===== src/inc/lock_status_pkg.sv =====
package lock_status_pkg;

   // Status register map
   localparam logic [7:0] STATUS_OFFSET        = 8'h09;
   localparam logic [7:0] STATUS_RESET         = 8'h41;
   localparam int         LOCK_BIT             = 6;
   localparam int         MAIN_WARN_BIT        = 5;
   localparam int         SEC_WARN_BIT         = 4;
   localparam int         STATE_LSB            = 0;
   localparam int         STATE_W              = 3;

   // Where each source enable lives in the configuration bank
   localparam logic [7:0] FINE_EN_OFFSET       = 8'h73;
   localparam int         FINE_EN_BIT          = 7;
   localparam logic [7:0] NO_ACTIVITY_EN_OFFSET = 8'h73;
   localparam int         NO_ACTIVITY_EN_BIT   = 6;
   localparam logic [7:0] COARSE_EN_OFFSET     = 8'h74;
   localparam int         COARSE_EN_BIT        = 7;
   localparam logic [7:0] FREQ_LIMIT_EN_OFFSET = 8'h4d;
   localparam int         FREQ_LIMIT_EN_BIT    = 7;

   // Reset values of the fields
   localparam logic       LOCKED_RESET         = 1'h1;
   localparam logic [2:0] MAIN_STATE_RESET     = 3'h1;
   localparam logic       COARSE_LATCH_RESET   = 1'h0;

endpackage


===== src/hw/coarse_loss_latch.sv =====
`timescale 1ns/1ps
module coarse_loss_latch (
   input  wire logic clk,          // System clock
   input  wire logic sys_rst,      // Async reset, active high
   input  wire logic enable,       // Coarse detector enable
   input  wire logic phase_lost,   // Coarse detector raw indication
   output logic      latched       // Held phase-lost indication
);

   logic latched_q;
   logic latched_d;

   // Holds until the enable is dropped; a new enable starts from the
   // current loop state because the hold is empty by then.
   always_comb begin
      latched_d = enable & (latched_q | phase_lost);
   end

   always_ff @(posedge clk or posedge sys_rst) begin
      if (sys_rst) begin
         latched_q <= lock_status_pkg::COARSE_LATCH_RESET;
      end else begin
         latched_q <= latched_d;
      end
   end

   assign latched = latched_q;

   coarse_set_a: assert property (@(posedge clk) disable iff (sys_rst)
      enable && phase_lost |=> latched_q)
      else $error("coarse loss not latched");

   coarse_hold_a: assert property (@(posedge clk) disable iff (sys_rst)
      latched_q && enable |=> latched_q)
      else $error("coarse latch dropped while enabled");

   coarse_release_a: assert property (@(posedge clk) disable iff (sys_rst)
      !enable |=> !latched_q)
      else $error("coarse latch not released by disable");

endmodule


===== src/hw/secondary_lock_status.sv =====
`timescale 1ns/1ps
// What this block does
// Lock merges four enabled phase-loss sources.
// Coarse phase loss is latched while enabled.
// Software toggles coarse enable for fresh reading.
// Locked reading stays live without enable change.
// Later coarse events latch lock low.
// Only disabling coarse detector releases latch.
module secondary_lock_status (
   input  wire logic       clk,                         // System clock, 250 MHz
   input  wire logic       sys_rst,                     // Async reset, active high
   input  wire logic       fine_loss_en,                // Fine detector enable
   input  wire logic       coarse_loss_en,              // Coarse detector enable
   input  wire logic       no_activity_en,              // No-activity detector enable
   input  wire logic       freq_limit_en,               // Frequency-limit detector enable
   input  wire logic       fine_phase_lost,             // Fine detector indication
   input  wire logic       coarse_phase_lost,           // Coarse detector indication
   input  wire logic       input_no_activity,           // Reference shows no activity
   input  wire logic       freq_limit_hit,              // Loop at min or max frequency
   input  wire logic       main_loop_freq_warning,      // Main loop soft alarm
   input  wire logic       secondary_loop_freq_warning, // Secondary loop soft alarm
   input  wire logic [2:0] main_loop_state,             // Main loop state code
   output logic [7:0]      loop_operating_status,       // Status register read value
   output logic            secondary_loop_locked,       // Lock bit, registered
   output logic            coarse_loss_held             // Coarse latch state
);

   logic       coarse_latched;
   logic       fine_loss;
   logic       activity_loss;
   logic       limit_loss;
   logic       live_loss;
   logic [3:0] hold_age_q;
   logic [3:0] hold_age_d;
   logic       any_loss;
   logic [7:0] status_q;
   logic [7:0] status_d;

   // One gate per source; each enable is the same one the main loop uses
   function automatic logic gated(input logic en, input logic src);
      gated = en & src;
   endfunction

   // Software gets a fresh reading only by dropping the coarse enable,
   // reading, then raising it again; slips while it is low go unseen.
   coarse_loss_latch i_coarse_loss_latch (
      .clk        (clk),
      .sys_rst    (sys_rst),
      .enable     (coarse_loss_en),
      .phase_lost (coarse_phase_lost),
      .latched    (coarse_latched)
   );

   // Non-coarse sources are live: once locked the bit follows them
   // directly, so no enable toggling is needed to keep it current.
   always_comb begin
      fine_loss     = gated(fine_loss_en, fine_phase_lost);
      activity_loss = gated(no_activity_en, input_no_activity);
      limit_loss    = gated(freq_limit_en, freq_limit_hit);
      live_loss     = fine_loss | activity_loss | limit_loss;
      any_loss      = live_loss | coarse_latched;
   end

   // Status register assembly; unused bits 7 and 3 read as zero
   always_comb begin
      status_d = 8'h00;
      status_d[lock_status_pkg::LOCK_BIT]      = ~any_loss;
      status_d[lock_status_pkg::MAIN_WARN_BIT] = main_loop_freq_warning;
      status_d[lock_status_pkg::SEC_WARN_BIT]  = secondary_loop_freq_warning;
      status_d[lock_status_pkg::STATE_LSB +: lock_status_pkg::STATE_W] = main_loop_state;
   end

   always_ff @(posedge clk or posedge sys_rst) begin
      if (sys_rst) begin
         status_q <= lock_status_pkg::STATUS_RESET;
      end else begin
         status_q <= status_d;
      end
   end

   assign loop_operating_status = status_q;
   assign secondary_loop_locked = status_q[lock_status_pkg::LOCK_BIT];
   assign coarse_loss_held      = coarse_latched;

   // Age of a held coarse fault, saturating at all ones. It lets one check
   // span a long hold rather than a fixed window; it empties with the latch.
   always_comb begin
      hold_age_d = 4'h0;
      if (coarse_latched && coarse_loss_en) begin
         hold_age_d = (&hold_age_q) ? hold_age_q : 4'(hold_age_q + 4'h1);
      end
   end

   always_ff @(posedge clk or posedge sys_rst) begin
      if (sys_rst) begin
         hold_age_q <= {4{lock_status_pkg::COARSE_LATCH_RESET}};
      end else begin
         hold_age_q <= hold_age_d;
      end
   end

   // Any enabled live source clears the lock bit on the next edge
   live_loss_a: assert property (@(posedge clk) disable iff (sys_rst)
      live_loss |=> !secondary_loop_locked)
      else $error("enabled loss source did not clear lock");

   // A disabled source must not affect the lock bit
   gate_fine_a: assert property (@(posedge clk) disable iff (sys_rst)
      !fine_loss_en && !no_activity_en && !freq_limit_en && !coarse_latched
      |=> secondary_loop_locked)
      else $error("disabled sources still clear lock");

   // Coarse event while enabled keeps lock low two edges later
   coarse_lock_low_a: assert property (@(posedge clk) disable iff (sys_rst)
      coarse_loss_en && coarse_phase_lost |-> ##2 !secondary_loop_locked)
      else $error("coarse event did not clear lock");

   // Held low as long as the coarse detector stays enabled
   fault_hold_a: assert property (@(posedge clk) disable iff (sys_rst)
      coarse_latched && coarse_loss_en |-> ##1 !secondary_loop_locked [*2])
      else $error("lock bit rose while coarse fault held");

   // Live indication: with no loss the bit reads locked next cycle
   live_locked_a: assert property (@(posedge clk) disable iff (sys_rst)
      !any_loss |=> secondary_loop_locked)
      else $error("lock bit not live when loss absent");

   // Disable then re-enable gives a fresh reading from the loop
   release_a: assert property (@(posedge clk) disable iff (sys_rst)
      !coarse_loss_en ##1 (coarse_loss_en && !coarse_phase_lost && !live_loss)
      |=> secondary_loop_locked)
      else $error("lock not fresh after coarse re-enable");

   state_mirror_a: assert property (@(posedge clk) disable iff (sys_rst)
      1'b1 |=> loop_operating_status[2:0] == $past(main_loop_state)
               && loop_operating_status[7] == 1'b0
               && loop_operating_status[3] == 1'b0)
      else $error("status fields not mirrored");

   // Warning bits pass through one register stage
   warn_mirror_a: assert property (@(posedge clk) disable iff (sys_rst)
      1'b1 |=> loop_operating_status[5] == $past(main_loop_freq_warning)
               && loop_operating_status[4] == $past(secondary_loop_freq_warning))
      else $error("warning bits not mirrored");

   // Status and latch sit at their reset values after a reset edge
   reset_state_a: assert property (@(posedge clk)
      sys_rst |=> loop_operating_status == lock_status_pkg::STATUS_RESET
                  && !coarse_loss_held)
      else $error("status not at reset value after reset");

   // Each enabled live source on its own clears the lock bit
   fine_src_a: assert property (@(posedge clk) disable iff (sys_rst)
      fine_loss_en && fine_phase_lost |=> !secondary_loop_locked)
      else $error("fine loss did not clear lock");

   activity_src_a: assert property (@(posedge clk) disable iff (sys_rst)
      no_activity_en && input_no_activity |=> !secondary_loop_locked)
      else $error("no-activity loss did not clear lock");

   limit_src_a: assert property (@(posedge clk) disable iff (sys_rst)
      freq_limit_en && freq_limit_hit |=> !secondary_loop_locked)
      else $error("frequency-limit loss did not clear lock");

   // A disabled source is ignored whatever its raw indication says
   fine_off_a: assert property (@(posedge clk) disable iff (sys_rst)
      !fine_loss_en && !activity_loss && !limit_loss && !coarse_latched
      |=> secondary_loop_locked)
      else $error("disabled fine source cleared lock");

   activity_off_a: assert property (@(posedge clk) disable iff (sys_rst)
      !no_activity_en && !fine_loss && !limit_loss && !coarse_latched
      |=> secondary_loop_locked)
      else $error("disabled no-activity source cleared lock");

   limit_off_a: assert property (@(posedge clk) disable iff (sys_rst)
      !freq_limit_en && !fine_loss && !activity_loss && !coarse_latched
      |=> secondary_loop_locked)
      else $error("disabled frequency-limit source cleared lock");

   // A held coarse fault shows as not locked one edge later
   held_low_a: assert property (@(posedge clk) disable iff (sys_rst)
      coarse_loss_held |=> !secondary_loop_locked)
      else $error("held coarse fault did not clear lock");

   // A slip while locked and enabled is caught and then flagged
   slip_flag_a: assert property (@(posedge clk) disable iff (sys_rst)
      secondary_loop_locked && coarse_loss_en && coarse_phase_lost
      |=> coarse_loss_held ##1 !secondary_loop_locked)
      else $error("slip while locked not flagged");

   // Long hold: lock stays low for as long as the fault age counts
   fault_age_a: assert property (@(posedge clk) disable iff (sys_rst)
      hold_age_q != 4'h0 |-> !secondary_loop_locked)
      else $error("lock bit rose during long coarse hold");

   // With the coarse detector off, slips are ignored and the bit is live
   coarse_off_a: assert property (@(posedge clk) disable iff (sys_rst)
      !coarse_loss_en ##1 !coarse_loss_en
      |=> secondary_loop_locked == !$past(live_loss))
      else $error("lock bit not live while coarse detector off");

   // Every change of the lock bit is explained by the cycle before it
   lock_fall_a: assert property (@(posedge clk) disable iff (sys_rst)
      $fell(secondary_loop_locked) |-> $past(any_loss))
      else $error("lock bit fell with no loss present");

   lock_rise_a: assert property (@(posedge clk) disable iff (sys_rst)
      $rose(secondary_loop_locked) |-> !$past(any_loss))
      else $error("lock bit rose while loss present");

   coarse_fault_c: cover property (@(posedge clk) disable iff (sys_rst)
      coarse_loss_en && coarse_phase_lost ##1 coarse_latched ##1 !secondary_loop_locked);

   toggle_read_c: cover property (@(posedge clk) disable iff (sys_rst)
      coarse_latched ##1 !coarse_loss_en ##1 coarse_loss_en ##1 secondary_loop_locked);

   fine_loss_c: cover property (@(posedge clk) disable iff (sys_rst)
      gated(fine_loss_en, fine_phase_lost) ##1 !secondary_loop_locked);

   relock_c: cover property (@(posedge clk) disable iff (sys_rst)
      !secondary_loop_locked ##1 secondary_loop_locked);

   long_hold_c: cover property (@(posedge clk) disable iff (sys_rst)
      (&hold_age_q) ##1 !secondary_loop_locked);

endmodule


===== config.mk =====
export PLATFORM = sky130hd
export DESIGN_NAME = secondary_lock_status
export DESIGN_NICKNAME = d
export VERILOG_FILES = /design/src/inc/lock_status_pkg.sv /design/src/hw/coarse_loss_latch.sv /design/src/hw/secondary_lock_status.sv
export SDC_FILE = /design/constraint.sdc
export NUM_CORES = 1
export LEC_CHECK = 0
export BUFFER_PORTS_ARGS = -buffer_cell sky130_fd_sc_hd__buf_2
export CORE_AREA = 2 2 39 41
export DETAILED_ROUTE_END_ITERATION = 7
export DIE_AREA = 0 0 41 43
export GPL_ROUTABILITY_DRIVEN = 0
export PLACE_DENSITY = 0.59
export SLEW_MARGIN = 20
export SYNTH_ARGS = -nofsm -noshare
export SYNTH_HDL_FRONTEND = slang
export SYNTH_SLANG_ARGS = --single-unit

===== constraint.sdc =====
create_clock -name clk -period 0.8 [get_ports clk]
set_input_delay 0.16 -clock clk [delete_from_list [all_inputs] [get_ports clk]]
set_output_delay 0.16 -clock clk [all_outputs]
set_load 0.03 [all_outputs]

==> metrics.csv <==
metric,value,unit
status,"complete, but fails checks",
violations,negative setup slack,
drive_gt1_share,73.2,%
pwr-share-comb,21.1,%
critical-path-max-stage-delay,540,ps
routedWlPerCell,10.1,um
netlist_instances,15,
cts.sinks,7,
p_total,0.885,mW
fillCellCount,146,
hp-class,primary input to register,
power.leakage,0.228,nW
cp.required,640,ps
intPower,0.660,mW
dr_total_vias,200,
synthSimpleGateAreaFrac,0,%
die_area,1760,um2
path_class,register to output pin,
syn_area_per_cell,15.8,um2
worstSetupStartpointType,register,
hold_viol_final,0,
ant_nets,0,
pwr-share-seq,44.6,%
antenna_found_initial,0,
start_util,17.1,%
path_cells,buf_6,
synth_seq_cells,7,
fmax,928,MHz
clkTransAtPathRegs,50,ps
setup_ws,-278,ps
p_per_area,1980,nW/um2
peakVddDrop,0.418,mV
critPathBufInv,1,
finalWirelength,578,um
ioPinCount,25,
synthAdderAreaFrac,0,%
syn_to_final_growth,88.9,%
maxCapViolations,0,
die_w,41,um
p_sw,0.225,mW
h-tree-depth,1,
critPathTopFamily,flip-flops,
firstDrtPassIters,1,
setup_viol,8,
clock_latency,240,ps
root_buffer,clkbuf_4,
cts_buffers,3,
dp_cells,51,
synth_area,236,um2
regArea,179,um2
multi_input_area,36.3,um2
core_area,1380,um2
skew,2.97,ps
gr-usage-all-layers,9.25,%
tns,-1380,ps
crit_slowest_cell,dfstp_2,
synth_warnings,0,
grt_pass1_vias,230,
rsz0062_at_grt,yes,
endpoint_kind,output pin,
nets,57,
clock_power_share,34.3,%
drcViolationCount,0,
cts_tree,yes,
vias_per_cell,3.51,
seq_area_frac_synth,75.1,%
dr.first_iter.drc_count,0,
synth-xor-area-share,0,%
switching_share,25.4,%
synth_compound_gate_area_share,12.2,%
crit_arrival,920,ps
fin_crit_sh,135,%
synth_mux_area_share,0,%
clockBufferDepth,2,
slew_viol_final,0,
instances_no_fill,57,
grt-ovfl-total,0,
antennaDiodeCount,0,
cp_max_fo,2,
grt_pass1_wl,903,um
die_h,43,um
synth_top_family_by_area,compound AO/OA/AOI/OAI gates,
fp-row-count,14,
fin_crit,1080,ps
yosysUniqueCellTypes,8,
grt_max_degree,8,
hold_ws,19.1,ps
port_buffers,22,
## routing by layer
layer / track usage (%) / vias to the layer above / part of all wire [%]
met1: 9.36 / 80 / 41
met2: 10.6 / 25 / 40
met4: 10.0 / 0 / 0
li1: - / 95 / -
met5: 0 / - / 0
met3: 7.33 / 0 / 19
## path summary, 6_finish.rpt
| path | cells after the start | startpoint | to | slack, ps |
|---|---|---|---|---|
| setup / recovery | 1 | loop_operating_status[6] | secondary_loop_locked | -280 |
| hold / removal | 1 | main_loop_state[0] | loop_operating_status[0] | 20 |
| setup reg to reg | 2 | i_coarse_loss_latch.latched | i_coarse_loss_latch.latched | 0 |
| hold reg to reg | 2 | i_coarse_loss_latch.latched | loop_operating_status[6] | 500 |
| max in group asynchronous | 3 | sys_rst | loop_operating_status[0] | 170 |
| min in group asynchronous | 3 | sys_rst | loop_operating_status[2] | 380 |
## state kept, by name, summed over array words and instances (netlist names)
name                         count
i_coarse_loss_latch.latched      1
loop_operating_status            6
## layout make-up
class	instances	share of cell area (%)
clock buffer	4	5.88
sequential	7	40.1
tap	16	4.48
timing repair buffer	24	40.6
inverter	1	0.840
multi-input combinational	5	8.12
## power by group through the flow
stage | logic [mW] | clock network (mW) | registers [mW]
floorplan | 0.0546 | 0 | 0.440
global route | 0.202 | 0.345 | 0.396
detailed placement | 0.146 | 0 | 0.395
finish | 0.186 | 0.304 | 0.395
CTS | 0.188 | 0.324 | 0.394
global placement | 0.144 | 0 | 0.396
## synthesized netlist by cell type
| cell type | instances | area share (%) |
|---|---|---|
| inv_1 | 1 | 1.6 |
| dfstp_2 | 2 | 22 |
| a22o_1 | 1 | 3.7 |
| dfrtp_1 | 5 | 53 |
| o21a_1 | 1 | 3.2 |
| conb_1 | 1 | 1.6 |
| buf_4 | 3 | 9.5 |
| a211oi_2 | 1 | 5.3 |
## what timing repair did
action                                 4_1_cts  5_1_grt
setup endpoints to repair                    8       10
resized for setup                           17        0
setup buffers                                1        0
endpoints found under the hold margin        5        0
pin swaps                                    1        0
hold buffers                                 1        0
## per-stage QoR
step / util [%] / setup slack [ps] / cell area, um2
final: 32.3 / -278 / 447
after global routing: 32.3 / -316 / 447
after CTS: 32.3 / -286 / 447
after detailed placement: 25.2 / -45.5 / 349
after global placement: 25.2 / -42.0 / 349
after floorplan: - / -122 / 245
## kinds of logic after synthesis
| group | count (synthesis) |
|---|---|
| AOI/OAI and AO/OA | 3 |
| other | 1 |
| buffers and inverters | 4 |
| DFF | 7 |
## cells in the final DEF (no fill, tap or decap)
cell,instances
o21a_1,1
inv_1,1
a211oi_2,1
conb_1,2
dfstp_2,2
clkbuf_4,3
dlygate4sd3_1,1
dfrtp_2,1
clkbuf_1,1
buf_2,14
buf_6,9
dfrtp_1,4
a22o_1,1
(Power assumes the default switching activity.)
